--- src/pkg/ers_pkg.sv ---
// Shared types and constants of the exposure and readout sequencer.
// Assumes a single 100 MHz clock domain; the link clock and pins arrive unsynchronised.
package ers_pkg;

  // ==========================================================================
  // Timing
  localparam int CLK_HZ       = 100_000_000;
  localparam int TIME_UNIT_NS = 1000;
  localparam int TICK_CYC     = (TIME_UNIT_NS * (CLK_HZ / 1_000_000)) / 1000;
  localparam int BEEP_HALF_US = 250;

  // ==========================================================================
  // Geometry and widths
  localparam int SENSOR_COLS = 1000;
  localparam int SENSOR_ROWS = 1000;
  localparam int CLEAR_CYC   = SENSOR_ROWS;
  localparam int PIX_W       = 14;
  localparam int COL_W       = 11;
  localparam int ROW_W       = 11;
  localparam int EXP_W       = 24;
  localparam int TICK_W      = 7;
  localparam int BEEP_W      = 8;
  localparam int BIN_W       = 5;
  localparam int SHIFT_W     = 3;

  // ==========================================================================
  // Reset values of configuration fields
  localparam logic [EXP_W-1:0] EXP_US_RESET = 24'h007d00;
  localparam logic [BIN_W-1:0] BIN_RESET    = 5'h01;

  // ==========================================================================
  // Modes
  typedef enum logic [1:0] {
    ERS_SCAN_NORMAL,
    ERS_SCAN_BINNED,
    ERS_SCAN_SUBARRAY
  } ers_scan_e;

  typedef enum logic [1:0] {
    ERS_IDLE,
    ERS_CLEAR,
    ERS_EXPOSE,
    ERS_READ
  } ers_state_e;

  // ==========================================================================
  // Carriers
  typedef struct packed {
    logic             ext_mode;
    logic             level_mode;
    logic             trig_pos;
    ers_scan_e        scan;
    logic [BIN_W-1:0] binning_factor_command;
    logic [EXP_W-1:0] exp_us;
    logic [ROW_W-1:0] sub_rows;
  } ers_cfg_s;

  typedef struct packed {
    logic             valid;
    logic             sof;
    logic             eol;
    logic [PIX_W-1:0] data;
  } ers_pix_s;

  typedef struct packed {
    ers_state_e        st;
    logic [2:0]        trg_sync;
    logic              trg_lvl;
    logic              trg_act;
    logic [2:0]        lk_sync;
    logic              lk_lvl;
    logic [2:0]        ot_sync;
    logic              ot_lvl;
    logic [TICK_W-1:0] tick_cnt;
    logic              tick;
    logic [BEEP_W-1:0] beep_cnt;
    logic [EXP_W-1:0]  exp_cnt;
    logic [COL_W-1:0]  clr_cnt;
    logic [COL_W-1:0]  col;
    logic [ROW_W-1:0]  row;
    logic [COL_W-1:0]  col_last;
    logic [ROW_W-1:0]  row_last;
    logic              first;
    ers_pix_s          pix;
    logic              frame_valid;
    logic              line_valid;
    logic              standby;
    logic              fast_clear;
    logic              integrate;
    logic              beep;
  } ers_state_s;

endpackage

--- src/rtl/ers_sequencer.sv ---
// Exposure and readout sequencer of an electron-multiplying CCD camera.
// Assumes configuration held steady by a command decoder, trigger, link clock and
// over-temperature arriving as raw pins, and sensor samples on clk_i.

`timescale 1ns/1ns

module ers_sequencer #(
  parameter int COLS      = ers_pkg::SENSOR_COLS,
  parameter int ROWS      = ers_pkg::SENSOR_ROWS,
  parameter int CLEAR_LEN = ers_pkg::CLEAR_CYC
) (
  input  wire logic                         clk_i,
  input  wire logic                         rst_n_i,
  input  wire ers_pkg::ers_cfg_s            cfg_i,
  input  wire logic                         trig_i,
  input  wire logic                         link_clk_i,
  input  wire logic                         over_temp_i,
  input  wire logic [ers_pkg::PIX_W-1:0]    sensor_pix_i,
  output ers_pkg::ers_pix_s                 pix_o,
  output logic                              frame_valid_o,
  output logic                              line_valid_o,
  output logic                              standby_o,
  output logic                              fast_clear_o,
  output logic                              integrate_o,
  output logic                              beep_o
);

  // ==========================================================================
  // State
  ers_pkg::ers_state_s s_r;
  ers_pkg::ers_state_s s_nxt;

  logic                             trg_act_now;
  logic                             trg_rise;
  logic                             lk_edge;
  logic                             exp_done;
  logic [ers_pkg::SHIFT_W-1:0]      shift;
  logic [ers_pkg::COL_W-1:0]        cols_last;
  logic [ers_pkg::ROW_W-1:0]        rows_last;

  // ==========================================================================
  // Binning factor to shift
  function automatic logic [ers_pkg::SHIFT_W-1:0] bin_shift(
    input logic [ers_pkg::BIN_W-1:0] f
  );
    logic [ers_pkg::SHIFT_W-1:0] r;
    r = 3'h0;
    unique case (f)
      5'h02: r = 3'h1;
      5'h04: r = 3'h2;
      5'h08: r = 3'h3;
      5'h10: r = 3'h4;
      default: r = 3'h0;
    endcase
    return r;
  endfunction

  // ==========================================================================
  // Frame geometry from scan mode
  always_comb begin
    shift     = 3'h0;
    cols_last = ers_pkg::COL_W'(COLS - 1);
    rows_last = ers_pkg::ROW_W'(ROWS - 1);
    unique case (cfg_i.scan)
      ers_pkg::ERS_SCAN_BINNED: begin
        shift     = bin_shift(cfg_i.binning_factor_command);
        cols_last = ers_pkg::COL_W'((COLS >> shift) - 1);
        rows_last = ers_pkg::ROW_W'((ROWS >> shift) - 1);
      end
      ers_pkg::ERS_SCAN_SUBARRAY: begin
        if (cfg_i.sub_rows != '0) begin
          rows_last = cfg_i.sub_rows - 11'h001;
        end else begin
          rows_last = 11'h000;
        end
      end
      default: begin
        shift = 3'h0;
      end
    endcase
  end

  // ==========================================================================
  // Pin conditioning and edge finding
  always_comb begin
    trg_act_now = cfg_i.trig_pos ? s_r.trg_lvl : ~s_r.trg_lvl;
    // Standby gate hides the false edge of a low-active pin after reset
    trg_rise    = trg_act_now & ~s_r.trg_act & s_r.standby;
    lk_edge     = (s_r.lk_sync[1] == s_r.lk_sync[2]) & s_r.lk_sync[2] & ~s_r.lk_lvl;
    exp_done    = s_r.tick & ((s_r.exp_cnt + 24'h000001) >= cfg_i.exp_us);
  end

  // ==========================================================================
  // Next state
  always_comb begin
    s_nxt = s_r;

    s_nxt.trg_sync = {s_r.trg_sync[1:0], trig_i};
    if (s_r.trg_sync[1] == s_r.trg_sync[2]) begin
      s_nxt.trg_lvl = s_r.trg_sync[2];
    end
    s_nxt.trg_act = trg_act_now;

    s_nxt.lk_sync = {s_r.lk_sync[1:0], link_clk_i};
    if (s_r.lk_sync[1] == s_r.lk_sync[2]) begin
      s_nxt.lk_lvl = s_r.lk_sync[2];
    end

    s_nxt.ot_sync = {s_r.ot_sync[1:0], over_temp_i};
    if (s_r.ot_sync[1] == s_r.ot_sync[2]) begin
      s_nxt.ot_lvl = s_r.ot_sync[2];
    end

    // Microsecond tick
    s_nxt.tick = 1'b0;
    if (s_r.tick_cnt == ers_pkg::TICK_W'(ers_pkg::TICK_CYC - 1)) begin
      s_nxt.tick_cnt = '0;
      s_nxt.tick     = 1'b1;
    end else begin
      s_nxt.tick_cnt = s_r.tick_cnt + 7'h01;
    end

    // Alarm tone
    if (!s_r.ot_lvl) begin
      s_nxt.beep_cnt = '0;
      s_nxt.beep     = 1'b0;
    end else if (s_r.tick) begin
      if (s_r.beep_cnt == ers_pkg::BEEP_W'(ers_pkg::BEEP_HALF_US - 1)) begin
        s_nxt.beep_cnt = '0;
        s_nxt.beep     = ~s_r.beep;
      end else begin
        s_nxt.beep_cnt = s_r.beep_cnt + 8'h01;
      end
    end

    // Sequencer
    s_nxt.pix.valid = 1'b0;
    s_nxt.pix.sof   = 1'b0;
    s_nxt.pix.eol   = 1'b0;
    unique case (s_r.st)
      ers_pkg::ERS_IDLE: begin
        if (!cfg_i.ext_mode) begin
          s_nxt.st      = ers_pkg::ERS_EXPOSE;
          s_nxt.exp_cnt = '0;
        end else if (trg_rise) begin
          s_nxt.st      = ers_pkg::ERS_CLEAR;
          s_nxt.clr_cnt = '0;
        end
      end
      ers_pkg::ERS_CLEAR: begin
        if (s_r.clr_cnt == ers_pkg::COL_W'(CLEAR_LEN - 1)) begin
          s_nxt.st      = ers_pkg::ERS_EXPOSE;
          s_nxt.exp_cnt = '0;
        end else begin
          s_nxt.clr_cnt = s_r.clr_cnt + 11'h001;
        end
      end
      ers_pkg::ERS_EXPOSE: begin
        if (cfg_i.ext_mode && cfg_i.level_mode) begin
          if (!trg_act_now) begin
            s_nxt.st = ers_pkg::ERS_READ;
          end
        end else if (exp_done) begin
          s_nxt.st = ers_pkg::ERS_READ;
        end else if (s_r.tick) begin
          s_nxt.exp_cnt = s_r.exp_cnt + 24'h000001;
        end
        if (s_nxt.st == ers_pkg::ERS_READ) begin
          s_nxt.col      = '0;
          s_nxt.row      = '0;
          s_nxt.first    = 1'b1;
          s_nxt.col_last = cols_last;
          s_nxt.row_last = rows_last;
        end
      end
      ers_pkg::ERS_READ: begin
        if (lk_edge) begin
          s_nxt.pix.valid = 1'b1;
          s_nxt.pix.sof   = s_r.first;
          s_nxt.pix.data  = sensor_pix_i;
          s_nxt.first     = 1'b0;
          if (s_r.col == s_r.col_last) begin
            s_nxt.pix.eol = 1'b1;
            s_nxt.col     = '0;
            if (s_r.row == s_r.row_last) begin
              if (cfg_i.ext_mode) begin
                s_nxt.st = ers_pkg::ERS_IDLE;
              end else begin
                s_nxt.st      = ers_pkg::ERS_EXPOSE;
                s_nxt.exp_cnt = '0;
              end
            end else begin
              s_nxt.row = s_r.row + 11'h001;
            end
          end else begin
            s_nxt.col = s_r.col + 11'h001;
          end
        end
      end
    endcase

    // Status outputs registered from the next state
    s_nxt.standby     = (s_nxt.st == ers_pkg::ERS_IDLE);
    s_nxt.fast_clear  = (s_nxt.st == ers_pkg::ERS_CLEAR);
    s_nxt.integrate   = (s_nxt.st == ers_pkg::ERS_EXPOSE);
    s_nxt.frame_valid = (s_nxt.st == ers_pkg::ERS_READ);
    s_nxt.line_valid  = (s_nxt.st == ers_pkg::ERS_READ) && !s_nxt.pix.eol;
  end

  // ==========================================================================
  // Registers
  always_ff @(posedge clk_i or negedge rst_n_i) begin
    if (!rst_n_i) begin
      s_r <= '0;
    end else begin
      s_r <= s_nxt;
    end
  end

  // ==========================================================================
  // Outputs
  assign pix_o         = s_r.pix;
  assign frame_valid_o = s_r.frame_valid;
  assign line_valid_o  = s_r.line_valid;
  assign standby_o     = s_r.standby;
  assign fast_clear_o  = s_r.fast_clear;
  assign integrate_o   = s_r.integrate;
  assign beep_o        = s_r.beep;

endmodule

--- config.mk ---
export PLATFORM = sky130hd
export DESIGN_NAME = ers_sequencer
export DESIGN_NICKNAME = d
export VERILOG_FILES = /design/src/pkg/ers_pkg.sv /design/src/rtl/ers_sequencer.sv
export SDC_FILE = /design/constraint.sdc
export NUM_CORES = 1
export LEC_CHECK = 0
export BUFFER_PORTS_ARGS = -buffer_cell sky130_fd_sc_hd__buf_2
export CAP_MARGIN = 20
export CORE_MARGIN = 2
export CORE_UTILIZATION = 28
export DETAILED_ROUTE_END_ITERATION = 7
export HOLD_SLACK_MARGIN = 0.03
export SYNTH_ARGS = -nofsm -noshare
export SYNTH_HDL_FRONTEND = slang
export SYNTH_SLANG_ARGS = --single-unit
--- constraint.sdc ---
create_clock -name clk_i -period 8.22 [get_ports clk_i]
set_input_delay 2.055 -clock clk_i [delete_from_list [all_inputs] [get_ports clk_i]]
set_output_delay 2.055 -clock clk_i [all_outputs]
set_load 0.005 [all_outputs]
# == After elaboration in Yosys (flattened, before gate mapping) ==
# Index checks and enable logic that the tools add are counted.
# word_totals
output_inout_bits,23
inputBits,64
register_bits,134
word_cells,146
# classes
n_lt_le_gt_ge,1
n_addsub,8
bitwise_logic,9
mux,49
reduce_logical,15
shift,1
eq_ne,35
# op_table
op,count
$mux 24,8
$pmux 24 s4,1
$mux 11,8
$mux 45,1
$pmux 11 s2,2
$pmux 22 s2,1
$add 11x1->11 const B,3
$ne 2x2->1 const B,13
$add 24x1->24 const B,1
$ge 24x24->1,1
$mux 8,3
$eq 11x11->1,2
$mux 2,11
$mux 22,1
$mux 18,1
$mux 17,1
$eq 2x2->1 const B,6
$pmux 3 s4,1
$eq 11x10->1 const B,1
$reduce_bool 11->1,1
$shr 10x3->11 const A,1
$sub 11x1->11 const B,1
$sub 11x2->11 const B,1
$add 8x1->8 const B,1
26 further kinds,47

# == Longest topological paths before layout ==
# Gate-level depths: netlist of the first run.
# depth
depth_word,9
depth_mapped,17
mapped_depth_nobuf,15

# == Worst setup path after synthesis of the first run ==
# No wires, ideal clock.
# synth_path
kind,input to register
from,input cfg_i[11] (netlist name)
to,register s_r[87] (netlist name)
n_path_buf,1
setup_slack_ns,4.097
required_ns,8.094
stages,9
setup_time_ns,0.126
arrival_ns,3.997
path_cell_list,ha_1 > nand2b_1 > a211oi_1 > o221a_2 > o21ai_1 > o31a_1 > or2_4 > buf_6 > a221o_1
# synth_between
elab_chain_len,4
# synth_lines
element,line,text
from (decl),ers_sequencer.sv:14,"input wire ers_pkg::ers_cfg_s cfg_i,"
$ge 24x24->1,ers_sequencer.sv:90,exp_done = s_r.tick & ((s_r.exp_cnt + 24'h000001) >= cfg_i.exp_us);
$and 1x1->1,ers_sequencer.sv:90,
$ne 2x2->1 (no source line),--,
$reduce_and 7->1 (no source line),--,
to (signal assigned),ers_sequencer.sv:216,s_r <= s_nxt;
to (decl),ers_sequencer.sv:30,ers_pkg::ers_state_s s_r;
# No other way between the ends.
# A chain may end at the register's enable or synchronous reset.

# == Final worst setup path of the first run ==
# layout_path
from,register s_r[79] (netlist name)
to,register s_r[52] (netlist name)
# layout_between
elab_chain_len,9
# layout_lines
element,line,text
$add 24x1->24,ers_sequencer.sv:90,
$ge 24x24->1,ers_sequencer.sv:90,
$and 1x1->1,ers_sequencer.sv:90,
$mux 2,ers_sequencer.sv:163,end else if (exp_done) begin
$mux 2,ers_sequencer.sv:159,if (cfg_i.ext_mode && cfg_i.level_mode) begin
$mux 2,ers_sequencer.sv:140,unique case (s_r.st)
$eq 2x2->1,ers_sequencer.sv:168,if (s_nxt.st == ers_pkg::ERS_READ) begin
$ne 2x2->1 (no source line),--,
$reduce_and 5->1 (no source line),--,
# No other way between the ends. The select of a mux whose other input is x is not followed.

==> results.ini, run 1 <==
[synthesis]
yosysUniqueCellTypes=65
synthArstFlopShare=1.00
synth_top_cell_by_area=dfrtp_1
synth_nets=922
synth-seq-cells=134
synth_area_um2=7710
synth_edf_count=0
yosysSeqAreaShare=0.435
syn-mean-instance-area_um2=9.40
synthTopCellsByArea=dfrtp_1, ha_1, xnor2_1, nand2_1, nor2_1
ys.flop_type=dfrtp_1
synthCells=821
yosys.area.top_type_share=0.435
yosys_warnings=0

[sta]
drv_slew=0
slew_headroom=0.337
period_share=0.576
setup_viol=0
grt_setup_unrepaired=no
fin_tns_setup_ps=0
fin_crit_ps=4740
hold_viol=0
worst_pin_slew_ps=988
fmax_ghz=0.211
skew_ps=7.59

[power]
intPower_mw=1.19
power_frac_seq=0.451
peakVddDrop_mv=0.145
swShare=0.251
p_sw_mw=0.399
power_density_nw_per_um2=178
leakage_nw=4.23
pwr-share-comb=0.092
power.clock.fraction=0.457

[layout]
layout-drive-gt1-share=0.179
diodes=0
fin_area_um2=8940
mostFrequentLayoutCell=dfrtp_1
final_cell_mix=dfrtp_1, buf_2, nand2_1
nFillCells=2797
nets=986
areaGrowthSynthToFinish_pct=15.9

[clocking]
cts_resized=0
clock_path_buffers=2
insertion_delay_ps=420
cts_buffers=17
clkSinkCount=134
cts_tree=built
ctsHoldBuffers=0
htree_levels=4
cts_root_buf=clkbuf_16
clkTransAtPathRegs_ps=60
post_cts_buffers=0

[floorplan]
fp.dieH_um=170
coreArea_um2=27000
io_pins=87
die_w_um=170
rows=60
die_area_um2=28900
initial_utilization=0.285

[routing]
vias_per_cell=4.89
drt-initial-drc-count=412
drc_errors=0
vias=6055
post_drt_wl_per_cell_um=13.5
ant_nets=0
wirelength_mm=16.8
drt_pass1_iterations=5

[critical_path]
crit_required_ps=8520
regToRegStartpoint=s_r[79]
crit_arrival_ps=5040
critPathKind=reg2reg
r2r_cells=14
r2r_end=s_r[52]
crit_fanout=21
worstSetupStartpointType=flip-flop
worstSetupEndpointType=flip-flop
rrSetupSlack_ps=3480

[worst_hold_path]
worstHoldEndpoint=s_nxt[122]
hold_start=s_nxt[121]
hold_depth=0
min_path_type=reg2reg

[status]
status=completed

[placed_design]
place_congestion=0.784
port-buffer-count=86
place_hpwl_mm=12.3
placed_cell_area_um2=8380

[global_route]
antenna_found_initial=3
grt_pass1_wl_mm=28.2
grt_max_degree=81
grt_pass1_vias=5778
gr-total-overflow=0
grt_util_all_layers=0.120

[flow_run]
drv_cap=0

-- stage by stage --
step | instances | setup WS, ps | utilization | hold WS, ps | power, mW
after floorplan | 821 | 4100 | - | 331 | 0.830
after global placement | 1207 | 3460 | 0.310 | 335 | 0.874
after detailed placement | 1207 | 3420 | 0.310 | 335 | 0.879
after CTS | 1239 | 3450 | 0.331 | 345 | 1.61
after global routing | 1239 | 3020 | 0.331 | 354 | 1.67
final | 1239 | 3480 | 0.331 | 344 | 1.59
-- registers in the layout, indices dropped and copies added (netlist names) --
signal	cells
s_r	105
pix_o	17
s_nxt	6
beep_o	1
fast_clear_o	1
frame_valid_o	1
integrate_o	1
line_valid_o	1
standby_o	1
-- area by class of cell --
| cell class | instances | area [um^2] | area share |
|---|---|---|---|
| sequential | 134 | 3350 | 0.375 |
| tap | 341 | 427 | 0.0477 |
| clock buffer | 19 | 443 | 0.0495 |
| multi-input combinational | 598 | 3960 | 0.443 |
| inverter | 42 | 158 | 0.0176 |
| clock inverter | 13 | 121 | 0.0136 |
| timing repair buffer | 92 | 482 | 0.0539 |
-- cell usage after synthesis (5+ instances only) --
| library cell | count |
|---|---|
| dfrtp_1 | 134 |
| nand2_1 | 73 |
| nor2_1 | 67 |
| xnor2_1 | 44 |
| inv_1 | 41 |
| ha_1 | 37 |
| nand3_1 | 37 |
| o21ai_1 | 35 |
| and3_1 | 31 |
| a21oi_1 | 29 |
| clkbuf_1 | 24 |
| nor3_1 | 23 |
| xor2_1 | 23 |
| o21ai_0 | 21 |
| buf_4 | 17 |
| mux2_2 | 16 |
| a221o_1 | 14 |
| nand4_1 | 11 |
| nor2b_1 | 11 |
| o31ai_1 | 11 |
| or3_1 | 11 |
| nand2b_1 | 8 |
| o21a_1 | 8 |
| a22o_1 | 7 |
| or2_2 | 7 |
| and2_1 | 6 |
| a21o_1 | 5 |
| a31oi_1 | 5 |
-- routing by layer --
layer	track usage	up-vias	wire length (um)
met2	0.193	122	7720
met3	0.0253	35	660
met4	0.0502	6	365
met5	0	-	41
li1	-	3023	-
met1	0.157	2869	8000
-- power groups by stage --
stage	clock network, mW	registers (mW)	logic, mW
after floorplan	0	0.722	0.108
after global placement	0	0.727	0.146
after detailed placement	0	0.729	0.149
after CTS	0.744	0.717	0.150
after global routing	0.777	0.721	0.168
final	0.726	0.716	0.146
-- logic make-up (layout without fill, tap and decap cells) --
| logic type | count (synthesis) | after routing | share of synthesized area |
|---|---|---|---|
| AO/OA/AOI/OAI | 160 | 160 | 0.138 |
| AND/OR/NAND/NOR | 313 | 313 | 0.208 |
| buffers and inverters | 89 | 166 | 0.0537 |
| adder cells (fa/ha/maj) | 39 | 39 | 0.0626 |
| multiplexers | 19 | 19 | 0.0272 |
| flip-flops | 134 | 134 | 0.435 |
| XOR/XNOR | 67 | 67 | 0.0761 |
-- critical path, cell delays in order (launching register included) --
cell and delay, ps:
dfrtp_1 400, nand3_1 220, nor4b_2 550, nand3_1 320
nor2_1 320, nand3_1 140, xnor2_1 170, ha_1 330
nand4_1 170, nor4_2 440, nand3_1 170, o21ai_2 260
o21a_1 650, o21ai_0 190, a221o_1 280
-- worst max path at each step --
stage	slack, ps	startpoint	cells past startpoint	end
finish	3480	s_r[79]	14	s_r[52]
global route	3020	s_r[79]	14	s_r[52]
CTS	3450	s_r[79]	14	s_r[52]
detailed placement	3420	cfg_i[34]	10	s_r[52]
global placement	3460	cfg_i[34]	10	s_r[52]
floorplan	4100	cfg_i[11]	9	s_r[87]
No activity file was read; power rests on OpenSTA's default activity.
==> inputs of run 2 (changes only) <==
- clock period: 8.22 -> 4.1 ns (I/O delays scaled with it)
==> run 2 against run 1 <==
Effect of this change: via count barely moved; worst hold slack improved by 12 ps; cell count rose by 1.4%; maximum frequency rose by 23%; routed wire length rose by 1.6%; sequential share of layout area fell by 0.98 points; largest cell class unchanged.
==> results.ini, run 2 (synthesized netlist as in run 1, its figures left out) <==
[status]
status=completed

[power]
power_frac_seq=0.443  ; -0.008
leakage_nw=4.37  ; +3.3%
power.clock.fraction=0.466  ; +0.009
power_density_nw_per_um2=354  ; +99%
p_sw_mw=0.815  ; +100%
swShare=0.251  ; -0.000508
peakVddDrop_mv=0.289  ; +100%
pwr-share-comb=0.092  ; about the same
intPower_mw=2.43  ; +100%
finalPower_mw=3.25  ; +100%

[sta]
setup_ws_ps=263  ; -3220 ps
skew_ps=10.2  ; +2.65 ps
fmax_ghz=0.261  ; +23%
fin_tns_setup_ps=0  ; unchanged
hold_viol=0  ; unchanged
fin_crit_ps=3840  ; -900 ps
hold_ws_ps=356  ; +11.8 ps
slew_headroom=0.434  ; +0.0968
setup_viol=0  ; unchanged
worst_pin_slew_ps=850  ; -139 ps
period_share=0.936  ; +0.360
drv_slew=0  ; unchanged

[layout]
diodes=0  ; unchanged
largest_register_ff_count=105  ; unchanged
instances_no_fill=1256  ; +1.4%
largest_register=s_r
mostFrequentLayoutCell=dfrtp_1
final_cell_mix=dfrtp_1, buf_2, nand2_1
areaGrowthSynthToFinish_pct=19.0
nFillCells=2728  ; -2.5%
layout-drive-gt1-share=0.204  ; +0.0251
nets=1003  ; +1.7%

[floorplan]
die_area_um2=28900  ; unchanged
coreArea_um2=27000  ; unchanged
die_w_um=170  ; unchanged
initial_utilization=0.285  ; unchanged
rows=60  ; unchanged
io_pins=87  ; unchanged
fp.dieH_um=170  ; unchanged

[global_route]
grt_max_degree=91  ; +12%
grt_util_all_layers=0.123  ; +0.00260
gr-total-overflow=0  ; unchanged
antenna_found_initial=0  ; -3
grt_pass1_vias=5818  ; +0.69%
grt_pass1_wl_mm=28.4  ; +0.54%

[worst_hold_path]
min_path_type=reg2reg
hold_start=s_nxt[130]
hold_depth=0  ; unchanged

[routing]
vias_per_cell=4.82  ; -1.4%
post_drt_wl_per_cell_um=13.6  ; +0.20%
ant_nets=0  ; unchanged
drc_errors=0  ; unchanged
wirelength_mm=17.0  ; +1.6%
drt_pass1_iterations=7  ; +2
vias=6052  ; -0.050%
drt-initial-drc-count=278  ; -33%

[placed_design]
port-buffer-count=86  ; unchanged
pre_cts_slack_ps=66.0  ; -3350 ps
place_congestion=0.793  ; +1.2%
place_hpwl_mm=12.4  ; +0.77%
place_inst=1222  ; +1.2%

[critical_path]
cp-startpoint=s_r[79]
worstSetupStartpointType=flip-flop
r2r_cells=16  ; +2
crit_required_ps=4450  ; -4070 ps
crit_fanout=17  ; -19%
regToRegStartpoint=s_r[79]
worstSetupEndpointType=flip-flop
crit_arrival_ps=4190  ; -850 ps
critPathKind=reg2reg

[clocking]
clkTransAtPathRegs_ps=60  ; about the same
clkSinkCount=134  ; unchanged
insertion_delay_ps=430  ; about the same
clock_path_buffers=2  ; unchanged
cts_tree=built
htree_levels=4  ; unchanged
cts_buffers=17  ; unchanged
cts_root_buf=clkbuf_16
ctsHoldBuffers=0  ; unchanged

[flow_run]
drv_cap=0  ; unchanged

## run 2: changes by cell type in the layout (fill, tap and decap cells not counted), sizes merged
cell / previous run / this run
buf: 92 / 109
bufinv: 1 / 2
clkinv: 5 / 4
clkinvlp: 2 / 3
inv: 47 / 46
## run 2: repair_timing
action	4_1_cts	5_1_grt
gates resized for setup	0	16
endpoints found under the setup margin	0	42
buffers inserted	0	2
endpoints found under the hold margin	0	0
## run 2: routing by layer
| layer | up-vias | track usage | routed length [um] |
|---|---|---|---|
| met5 | - | 0 | 0 |
| met4 | 0 | 0.0502 | 302 |
| met3 | 16 | 0.0277 | 653 |
| met2 | 117 | 0.191 | 7730 |
| met1 | 2851 | 0.165 | 8360 |
| li1 | 3068 | - | - |
## run 2: area by class of cell
type / instances / area, um^2 / share of cell area
clock buffers: 19 / 433 / 0.0471
well taps: 341 / 427 / 0.0465
flip-flops and latches: 134 / 3350 / 0.365
clock inverters: 13 / 148 / 0.0161
inverters: 42 / 158 / 0.0172
repair buffers: 109 / 639 / 0.0696
multi-input cells: 598 / 4030 / 0.438
## run 2: stage by stage
step,cell area [um^2],util
4_1_cts,9090,0.336
3_5_place_dp,8510,0.315
6_report,9180,0.340
5_1_grt,9180,0.340
3_3_place_gp,8510,0.315
2_1_floorplan,7710,-
## run 2: worst paths after layout
kind	end	slack, ps
worst max-delay path	s_r[53]	260
max in group asynchronous	s_r[31]	2670
worst min-delay path	s_nxt[131]	360
worst max register to register	s_r[53]	260
min in group asynchronous	s_r[95]	670
worst min register to register	s_nxt[131]	360
## run 2: power groups by stage
stage / Sequential, mW / Clock (mW) / Combinational, mW
6_report: 1.44 / 1.51 / 0.298
5_1_grt: 1.45 / 1.62 / 0.339
4_1_cts: 1.44 / 1.55 / 0.302
3_5_place_dp: 1.46 / 0 / 0.301
3_3_place_gp: 1.46 / 0 / 0.297
2_1_floorplan: 1.45 / 0 / 0.217
## run 2: critical path, stage by stage, from the launching register on
cell,delay (ps)
dfrtp_1,390
ha_2,200
nand3_1,120
nor3_2,180
nand3_2,150
nor3_4,230
nand2_1,90
xnor2_1,150
ha_1,300
nand4_1,210
nor4_4,400
nand3_2,160
o21ai_4,210
o211ai_1,130
buf_6,170
or4_1,530
a21oi_2,150
